<file path="config.mk">
export PLATFORM = sky130hd
export DESIGN_NAME = ext_mem_strobe1_hold_ctrl
export DESIGN_NICKNAME = d
export VERILOG_FILES = /design/src/ext_mem_pkg.sv /design/src/ext_mem_strobe1_hold_ctrl.sv
export VERILOG_INCLUDE_DIRS = /design/src
export SDC_FILE = /design/constraint.sdc
export NUM_CORES = 1
export LEC_CHECK = 0
export ABC_CLOCK_PERIOD_IN_PS = 2200
export BUFFER_PORTS_ARGS = -buffer_cell sky130_fd_sc_hd__buf_2
export CORE_UTILIZATION = 50
export CTS_BUF_LIST = sky130_fd_sc_hd__clkbuf_8
export CTS_CLUSTER_DIAMETER = 120
export DETAILED_ROUTE_END_ITERATION = 12
export GPL_TIMING_DRIVEN = 0
export MAX_ROUTING_LAYER = met4
export PLACE_DENSITY_LB_ADDON = 0.3
export SLEW_MARGIN = 10
export SYNTH_ARGS = -nofsm -noshare
export SYNTH_HDL_FRONTEND = slang
export SYNTH_SLANG_ARGS = --single-unit
</file>
<file path="constraint.sdc">
create_clock -name i_clk -period 2.2 [get_ports i_clk]
set_clock_uncertainty 0.2 [all_clocks]
set_input_delay 0.22 -clock i_clk [delete_from_list [all_inputs] [get_ports i_clk]]
set_output_delay 0.22 -clock i_clk [all_outputs]
set_load 0.02 [all_outputs]
</file>
<file path="src/ext_mem_map.svh">
`ifndef EXT_MEM_MAP_SVH
`define EXT_MEM_MAP_SVH

// ****************************************************************
// Register offsets on the plain register port.
// ****************************************************************
`define EMC_OFS_BANK0_CTRL   8'h00
`define EMC_OFS_BANK1_CTRL   8'h04
`define EMC_OFS_STATUS       8'h08

// ****************************************************************
// Field positions.
// ****************************************************************
`define EMC_BC_WIDTH_LO      0
`define EMC_BC_WIDTH_HI      1
`define EMC_BC_IGNORE_BIT    2
`define EMC_ST_HELD_BIT      0
`define EMC_ST_BUSY_BIT      1
`define EMC_ST_PROGRAM_WIDTH_SELECT_BIT      2

// ****************************************************************
// Reset values of the bank width fields, chosen by the width pin.
// ****************************************************************
`define EMC_RST_WIDTH_PRGW0  2'h2
`define EMC_RST_WIDTH_PRGW1  2'h1
`define EMC_RST_BUS_CTRL     3'h0

// ****************************************************************
// Idle levels of the strobe pins.
// ****************************************************************
`define EMC_STROBE_IDLE      4'hf

`endif

</file>
<file path="src/ext_mem_pkg.sv">
package ext_mem_pkg;

    // Controller states.
    typedef enum logic [1:0] {
        ST_IDLE,
        ST_ACCESS,
        ST_FLOAT,
        ST_HELD
    } state_t;

    // Bank width codes held in the width field of a bus control register.
    typedef enum logic [1:0] {
        WIDTH_8  = 2'h0,
        WIDTH_16 = 2'h1,
        WIDTH_32 = 2'h2,
        WIDTH_RSV = 2'h3
    } width_t;

    // One request from the core's memory access logic.
    typedef struct packed {
        logic        write;
        logic        bank;
        logic        fetch;
        logic [1:0]  sub;
        logic [23:0] addr;
        logic [31:0] wdata;
    } mem_req_t;

    // Whole state of the controller.
    typedef struct packed {
        state_t      state;
        width_t      width;
        logic        write;
        logic        bank;
        logic        fetch2;
        logic        phase;
        logic [1:0]  sub;
        logic [23:0] addr;
        logic [31:0] wdata;
        logic [31:0] rdata;
        logic        resp_valid;
        logic [31:0] reg_rdata;
        logic [2:0]  bank0_ctrl;
        logic [2:0]  bank1_ctrl;
        logic [3:0]  pin_meta;
        logic [3:0]  pin_sync;
        logic [31:0] data_meta;
        logic [31:0] data_sync;
    } ctl_state_t;

endpackage

</file>
<file path="src/ext_mem_strobe1_hold_ctrl.sv">
// Added by the designer: the register addresses and the address-and-strobe port.
`timescale 1ns/1ps
`default_nettype none
`include "ext_mem_map.svh"


module ext_mem_strobe1_hold_ctrl
    import ext_mem_pkg::*;
(
    input  wire logic        i_clk,           // 100 MHz clock.
    input  wire logic        i_rst,           // Synchronous reset.
    // Register port.
    input  wire logic [7:0]  i_reg_addr,      // Register byte address.
    input  wire logic [31:0] i_reg_wdata,     // Write data.
    input  wire logic        i_reg_wr,        // Write strobe.
    input  wire logic        i_reg_rd,        // Read strobe.
    output logic      [31:0] o_reg_rdata,     // Read data, next cycle.
    // Core request port.
    input  wire logic        i_req_valid,     // Request offered.
    input  wire mem_req_t    i_req,           // Request contents.
    output logic             o_req_ready,     // Request taken.
    output logic             o_resp_valid,    // Transfer finished.
    output logic      [31:0] o_resp_rdata,    // Read or fetch data.
    // External pins.
    output logic      [23:0] o_addr,          // Address outputs.
    output logic             o_addr_oe,       // Address and control drive.
    output logic      [31:0] o_data,          // Data outputs.
    output logic             o_data_oe,       // Data drive.
    input  wire logic [31:0] i_data,          // Data inputs.
    output logic             o_rnw,           // High read, low write.
    output logic      [3:0]  o_bank0_strobe_group, // Bank 0 strobes.
    output logic      [3:0]  o_bank1_strobe_group, // Bank 1 strobes.
    output logic             o_peripheral_io_strobe, // I/O strobe.
    input  wire logic        i_ready_n,       // External ready, low.
    input  wire logic        i_bus_req_n,     // Bus request, low.
    output logic             o_bus_grant_ack, // Grant, low.
    output logic             o_bus_grant_ack_oe, // Grant drive.
    input  wire logic        i_program_width_select, // Fetch width.
    input  wire logic        i_force_all_float_n     // Float all, low.
);

    // ****************************************************************
    // Strobe line levels for one access.
    // ****************************************************************

    // Active-low strobe levels for a bank of the given width. On a wide
    // bank all four lines are byte enables. On narrower banks the upper
    // lines carry the low address bits that a narrow word cannot decode,
    // so the same pins serve as enables or as address as the width says.
    // A line that has no use at a given width rests high.
    function automatic logic [3:0] strobe_lines(input width_t w,
                                                input logic [1:0] sub);
        logic [3:0] s;
        s = `EMC_STROBE_IDLE;
        unique case (w)
            WIDTH_32: s = 4'h0;
            WIDTH_16: s = {sub[0], 1'b1, 2'b00};
            WIDTH_8:  s = {sub[0], sub[1], 1'b1, 1'b0};
            default:  s = 4'h0;
        endcase
        return s;
    endfunction

    // ****************************************************************
    // State.
    // ****************************************************************

    // The whole controller state, synchronisers included, is one struct,
    // so a single register process holds every flip-flop of the block.
    ctl_state_t state_reg;
    ctl_state_t state_next;

    logic ready_n_s;
    logic bus_req_n_s;
    logic program_width_select_s;
    logic float_n_s;
    logic hold_want;
    logic bus_driven;
    logic [3:0] lines;
    logic strobing;

    // Second synchroniser stage gives the pin levels used by logic.
    // Ready and the data pins pass the same two stages, so a ready level
    // seen here always pairs with the data that stood beside it. The cost
    // is that a ready level lingers here for two cycles after the pin has
    // let go, which the sequencing below has to wait out.
    assign ready_n_s   = state_reg.pin_sync[0];
    assign bus_req_n_s = state_reg.pin_sync[1];
    assign program_width_select_s      = state_reg.pin_sync[2];
    assign float_n_s   = state_reg.pin_sync[3];

    // Hold is wanted on a low request unless the ignore bit is set.
    assign hold_want = ~bus_req_n_s
                     & ~state_reg.bank0_ctrl[`EMC_BC_IGNORE_BIT];

    // ****************************************************************
    // Next-state logic.
    // ****************************************************************

    // Computes the whole next state from the current one and inputs.
    always_comb begin
        state_next = state_reg;
        state_next.resp_valid = 1'b0;
        state_next.reg_rdata = 32'h0;
        state_next.pin_meta = {i_force_all_float_n,
                               i_program_width_select,
                               i_bus_req_n, i_ready_n};
        state_next.pin_sync = state_reg.pin_meta;
        state_next.data_meta = i_data;
        state_next.data_sync = state_reg.data_meta;

        // Register writes. Unmapped offsets are ignored, and the second
        // bank has no ignore bit, so that bit always reads back as zero.
        if (i_reg_wr) begin
            unique case (i_reg_addr)
                `EMC_OFS_BANK0_CTRL:
                    state_next.bank0_ctrl = i_reg_wdata[2:0];
                `EMC_OFS_BANK1_CTRL:
                    state_next.bank1_ctrl = {1'b0, i_reg_wdata[1:0]};
                default: ;
            endcase
        end

        // Register reads, answered in the next cycle.
        if (i_reg_rd) begin
            unique case (i_reg_addr)
                `EMC_OFS_BANK0_CTRL:
                    state_next.reg_rdata = {29'h0, state_reg.bank0_ctrl};
                `EMC_OFS_BANK1_CTRL:
                    state_next.reg_rdata = {29'h0, state_reg.bank1_ctrl};
                `EMC_OFS_STATUS: begin
                    state_next.reg_rdata[`EMC_ST_HELD_BIT] =
                        (state_reg.state == ST_HELD);
                    state_next.reg_rdata[`EMC_ST_BUSY_BIT] =
                        (state_reg.state == ST_ACCESS);
                    state_next.reg_rdata[`EMC_ST_PROGRAM_WIDTH_SELECT_BIT] = program_width_select_s;
                end
                default: state_next.reg_rdata = 32'h0;
            endcase
        end

        // Access sequencing and bus hold. An access runs until ready is
        // seen; a split fetch runs its lower half, rests with the strobes
        // released until the lower half's ready has drained, then runs
        // its upper half. A hold request never cuts an access short: it
        // is only looked at once the bus is idle or the access has ended.
        unique case (state_reg.state)
            ST_IDLE: begin
                if (hold_want) begin
                    state_next.state = ST_FLOAT;
                end else if (i_req_valid && ready_n_s) begin
                    state_next.state = ST_ACCESS;
                    state_next.write = i_req.write & ~i_req.fetch;
                    state_next.bank = i_req.bank;
                    state_next.addr = i_req.addr;
                    state_next.wdata = i_req.wdata;
                    state_next.sub = i_req.sub;
                    state_next.phase = 1'b0;
                    state_next.rdata = 32'h0;
                    state_next.fetch2 = i_req.fetch & program_width_select_s;
                    if (i_req.fetch) begin
                        state_next.width = program_width_select_s ? WIDTH_16
                                                  : WIDTH_32;
                        state_next.sub = 2'b00;
                    end else if (i_req.bank) begin
                        state_next.width = width_t'(state_reg.bank1_ctrl[1:0]);
                    end else begin
                        state_next.width = width_t'(state_reg.bank0_ctrl[1:0]);
                    end
                end
            end
            ST_ACCESS: begin
                if (state_reg.phase && !state_reg.fetch2) begin
                    // Rest between the halves of a split fetch until the
                    // lower half's ready has left the synchroniser.
                    if (ready_n_s) begin
                        state_next.fetch2 = 1'b1;
                    end
                end else if (!ready_n_s) begin
                    if (state_reg.fetch2 && !state_reg.phase) begin
                        // First half of a split fetch; rest, then fetch
                        // the upper half.
                        state_next.rdata[15:0] =
                            state_reg.data_sync[15:0];
                        state_next.phase = 1'b1;
                        state_next.fetch2 = 1'b0;
                        state_next.sub = 2'b01;
                    end else begin
                        if (state_reg.fetch2) begin
                            state_next.rdata[31:16] =
                                state_reg.data_sync[15:0];
                        end else if (!state_reg.write) begin
                            state_next.rdata = state_reg.data_sync;
                        end
                        state_next.resp_valid = 1'b1;
                        state_next.state = hold_want ? ST_FLOAT
                                                     : ST_IDLE;
                    end
                end
            end
            ST_FLOAT: begin
                // Outputs float here for one cycle before the grant shows.
                state_next.state = hold_want ? ST_HELD : ST_IDLE;
            end
            ST_HELD: begin
                if (!hold_want) begin
                    state_next.state = ST_IDLE;
                end
            end
        endcase

        // Reset; bank widths follow the synchronised width pin. Reset must
        // stand for at least three edges, so that the width pin has crossed
        // both synchroniser stages before the widths are loaded from it.
        if (i_rst) begin
            state_next.state = ST_IDLE;
            state_next.width = WIDTH_32;
            state_next.write = 1'b0;
            state_next.bank = 1'b0;
            state_next.fetch2 = 1'b0;
            state_next.phase = 1'b0;
            state_next.sub = 2'b00;
            state_next.addr = 24'h0;
            state_next.wdata = 32'h0;
            state_next.rdata = 32'h0;
            state_next.resp_valid = 1'b0;
            state_next.reg_rdata = 32'h0;
            state_next.bank0_ctrl = `EMC_RST_BUS_CTRL;
            state_next.bank1_ctrl = `EMC_RST_BUS_CTRL;
            state_next.bank0_ctrl[1:0] = program_width_select_s ? `EMC_RST_WIDTH_PRGW1
                                                : `EMC_RST_WIDTH_PRGW0;
            state_next.bank1_ctrl[1:0] = program_width_select_s ? `EMC_RST_WIDTH_PRGW1
                                                : `EMC_RST_WIDTH_PRGW0;
        end
    end

    // Registers the whole state. Reset is folded into the next-state
    // logic, so the synchronisers keep sampling their pins through it.
    always_ff @(posedge i_clk) begin
        state_reg <= state_next;
    end

    // ****************************************************************
    // Outputs.
    // ****************************************************************

    // Pins are driven except while held, floating, or forced off.
    // The float state lets the pins go one cycle before the grant shows,
    // so an outside master never meets a driven bus.
    assign bus_driven = float_n_s
                      && (state_reg.state != ST_FLOAT)
                      && (state_reg.state != ST_HELD);

    // Strobe levels of the running access.
    assign lines = strobe_lines(state_reg.width, state_reg.sub);

    // Strobes rest high in the gap between the halves of a split fetch.
    assign strobing = (state_reg.state == ST_ACCESS)
                    && !(state_reg.phase && !state_reg.fetch2);

    // Request and answer signals.
    // A request waits while the last access's ready still lingers in the
    // synchroniser, so that a stale ready never ends the next access.
    assign o_req_ready = (state_reg.state == ST_IDLE) && !hold_want
                       && ready_n_s && !i_rst;
    assign o_resp_valid = state_reg.resp_valid;
    assign o_resp_rdata = state_reg.rdata;
    assign o_reg_rdata = state_reg.reg_rdata;

    // External bus pins.
    assign o_addr = state_reg.addr;
    assign o_addr_oe = bus_driven;
    assign o_data = state_reg.wdata;
    assign o_data_oe = bus_driven && state_reg.write
                     && (state_reg.state == ST_ACCESS);
    assign o_rnw = (state_reg.state == ST_ACCESS) ? ~state_reg.write
                                                  : 1'b1;
    assign o_bank0_strobe_group =
        (strobing && !state_reg.bank)
        ? lines : `EMC_STROBE_IDLE;
    assign o_bank1_strobe_group =
        (strobing && state_reg.bank)
        ? lines : `EMC_STROBE_IDLE;
    assign o_peripheral_io_strobe = 1'b1;

    // Grant is low only once outputs have floated. The grant pin itself
    // is only let go when every bus output is forced off.
    assign o_bus_grant_ack = (state_reg.state != ST_HELD);
    assign o_bus_grant_ack_oe = float_n_s;

endmodule // ext_mem_strobe1_hold_ctrl

`default_nettype wire

</file>
==> qor.csv <==
stage;metric;value;unit
floorplanning;row cnt;42;
synth;register area share after synthesis;0.524;
synth;Post-Synthesis Cell Area;0.00692;mm²
final_layout;multi-input combinational cell area;0.00222;mm²
critical_path;WP data arrival;1.68;ns
timing;Max-Slew Margin vs Limit;0.466;
routing;drt drc;0;
placed_design;I/O Buffers;217;
clock_tree;root buffer cell;clkbuf_8;
final_layout;share of cells above drive strength 1;0.391;
synth;Post-Synth Adder-Cell Area;0;
timing;Fin. Hold Viols;0;
final_layout;nets@finish;1228;
clock_tree;Clock Sinks;179;
timing;Setup Viol. Count Final;0;
synth;Syn Area/Cell;9.65;µm²
synth;Post-synth EDFFs;4;
critical_path;flop2flop setup slack;0.24;ns
power;Sw Ratio;0.249;
critical_path;r2r worst-path depth;6;
hold_path;hold_sp;i_reg_addr[3];
synth;top-area cell type share of the netlist area;0.506;
power;Sequential Power Share;0.530;
grt;GR Util All Layers;0.251;
power;leak pwr;4.64;nW
grt;initial antenna violation count;0;
routing;DRC marker count from the first detailed-route iteration;222;
synth;Synth area leaders;dfxtp_1 51%, buf_4 14%, nand2_1 10%, mux2i_1 5.1%, a21oi_1 4.6%;
synth;Warnings, synthesis;0;
power;worst vdd ir;0.701;mV
floorplanning;Die Span X;120;µm
timing;min cycle time layout;2.10;ns
critical_path;crit start category;flip-flop;
final_layout;post-layout util;0.736;
timing;fin crit share;0.953;
placed_design;GPL Wtd Cong;0.817;
grt;global route total overflow;0;
clock_tree;CTS Buffer Depth;2;
power;clock share of power;0.348;
routing;DR WL/cell;13.7;µm
hold_path;Hold EP;o_reg_rdata[0];
synth;Synth area leader;dfxtp_1;
synth;top cells by count, synth;191 x nand2_1, 175 x dfxtp_1, 125 x buf_4;
clock_tree;CTS HTree Levels;4;
status;status;complete, no violations;
synth;Synth Register Bits;179;
floorplanning;Die Ht;120;µm
final_layout;Layout area overhead;41.9;%
floorplanning;Die ar.;0.0143;mm²
floorplanning;Core Area;0.0133;mm²
placed_design;pre-CTS setup slack;0.0575;ns
hold_path;hold depth;4;
routing;First-pass DRT Iterations;4;
synth;Main synth FF type;dfxtp_1;
routing;Total Wirelength;17.5;mm
hold_path;type of the most critical hold path;in2reg;
routing;DRT antenna net count;0;
power;combinational power share;0.122;
timing;unrepaired setup endpoints after global routing;no;
timing;Final Max Tran Viols;0;
timing;Slew @ Worst Pin;0.796;ns
final_layout;max reg flops;47;
synth;most frequent cell after synthesis;nand2_1;
synth;Synth Area in Compound Gates;0.0702;
placed_design;DP Wirelength;11.1;mm
floorplanning;# IOs;278;
clock_tree;TritonCTS Buffers;17;
power;Net Switching;1.60;mW
routing;Via Count;5831;
synth;largest family of logic cells by synthesized area;buffers and inverters;
critical_path;Required @ worst endpoint;1.78;ns
timing;fmax;477;MHz
grt;vias in the first global route;5697;
synth;post-synthesis mux area share;0.0816;
synth;Synth cell types;47;
final_layout;fillcell total;960;
clock_tree;clk_lat worst skew;0.46;ns
synth;XOR/XNOR Fraction of Synth Area;0.00127;
grt;largest net degree at the start of global routing;17;
routing;via/cell ratio;4.57;
clock_tree;CTS tree;done;
timing;Setup TNS Final;0;ns
power;PD cells;655;mW/mm²
synth;synthesized instance count;717;
grt;first-pass GRT wire length;27.2;mm
critical_path;FF-to-FF End;o_data[3];
critical_path;FF-to-FF Start;ready_n_s;
power;Int Power;4.83;mW
clock_tree;Reg clk slew, reported paths;0.09;ns
run;Max-Cap Viols;0;
critical_path;Setup Crit Path Kind;reg2out;
timing;tightest hold margin;0.0183;ns
final_layout;# diodes;0;
timing;Final WS setup;0.103;ns
clock_tree;Post-CTS Setup Repair Bufs;0;
final_layout;Register Area;0.00362;mm²
floorplanning;initial core utilization;0.518;
critical_path;Setup crit end kind;output pin;
synth;simple-gate share of the synthesized area;0.148;
critical_path;crit path max fanout;7;
synth;FFs w/ async S/R, synth;0;
-- per-layer routing --
metal | up-vias | GRT usage | share of wire
met4 | 0 | 0.0852 | 0.020
met5 | - | - | 0
li1 | 2908 | - | -
met1 | 2675 | 0.267 | 0.41
met3 | 36 | 0.0589 | 0.059
met2 | 212 | 0.455 | 0.51
-- layout by cell type (no fill, tap or decap), types with 3 or more instances in the layout --
cell type      count
a21oi_1           64
a21oi_2            3
buf_2            219
buf_4            126
buf_6             17
clkbuf_1          12
clkbuf_8          18
conb_1            30
dfxtp_1          175
dlygate4sd3_1    105
edfxtp_1           4
inv_1              6
inv_6              4
mux2_2            19
mux2i_1           35
nand2_1          191
nand2b_1           5
nor2_1             9
nor3_1             3
nor4_4             3
o21ai_0            3
o21ai_1            3
-- metrics by stage --
step	total power, mW	cell area, µm²	instances
CTS	6.46	9810	1275
detailed placement	4.10	8330	1138
floorplan	3.89	7020	745
global route	6.68	9820	1275
finish	6.43	9820	1275
global placement	4.10	8330	1138
-- power by group through the flow --
stage / registers (mW) / logic, mW / clock network (mW)
finish: 3.41 / 0.783 / 2.24
global route: 3.42 / 0.838 / 2.42
CTS: 3.41 / 0.766 / 2.29
detailed placement: 3.49 / 0.619 / 0
global placement: 3.48 / 0.614 / 0
floorplan: 3.47 / 0.419 / 0
-- worst max path at each step --
stage	cells after the start	endpoint	slack (ns)	start
after detailed placement	4	o_addr[19]	0.06	i_rst
final	5	o_bank1_strobe_group[2]	0.10	state_reg[208]
after floorplan	3	o_req_ready	0.40	i_rst
after global routing	5	o_bank1_strobe_group[1]	0.02	state_reg[208]
after global placement	4	o_addr[14]	0.06	i_rst
after CTS	4	o_bank1_strobe_group[1]	0.02	state_reg[201]
-- what timing repair did --
item	4_1_cts	5_1_grt
endpoints found under the setup margin	8	8
pin swaps	0	1
hold buffers	105	0
endpoints found under the hold margin	107	0
resized for setup	5	6
-- worst max-delay path, cell delays in order (launching register included) --
cell	delay, ns
dfxtp_1	0.32
nand2b_1	0.15
buf_6	0.15
nor3b_4	0.30
nand2_1	0.12
buf_2	0.18
-- cell type report --
type	count	area share
multi-input cells	403	0.227
well taps	176	0.0224
inverters	6	0.00229
repair buffers	322	0.218
clock inverters	14	0.0155
flip-flops and latches	179	0.369
clock buffers	18	0.0252
plain buffers	157	0.121
-- cell families (layout without fill, tap and decap cells) --
family          Yosys count  after routing
buf+inv                 163            517
mux                      54             54
flops                   179            179
other cells               2             30
compound gates           85             85
simple gates            233            233
xor+xnor                  1              1
(Power assumes the default switching activity.)
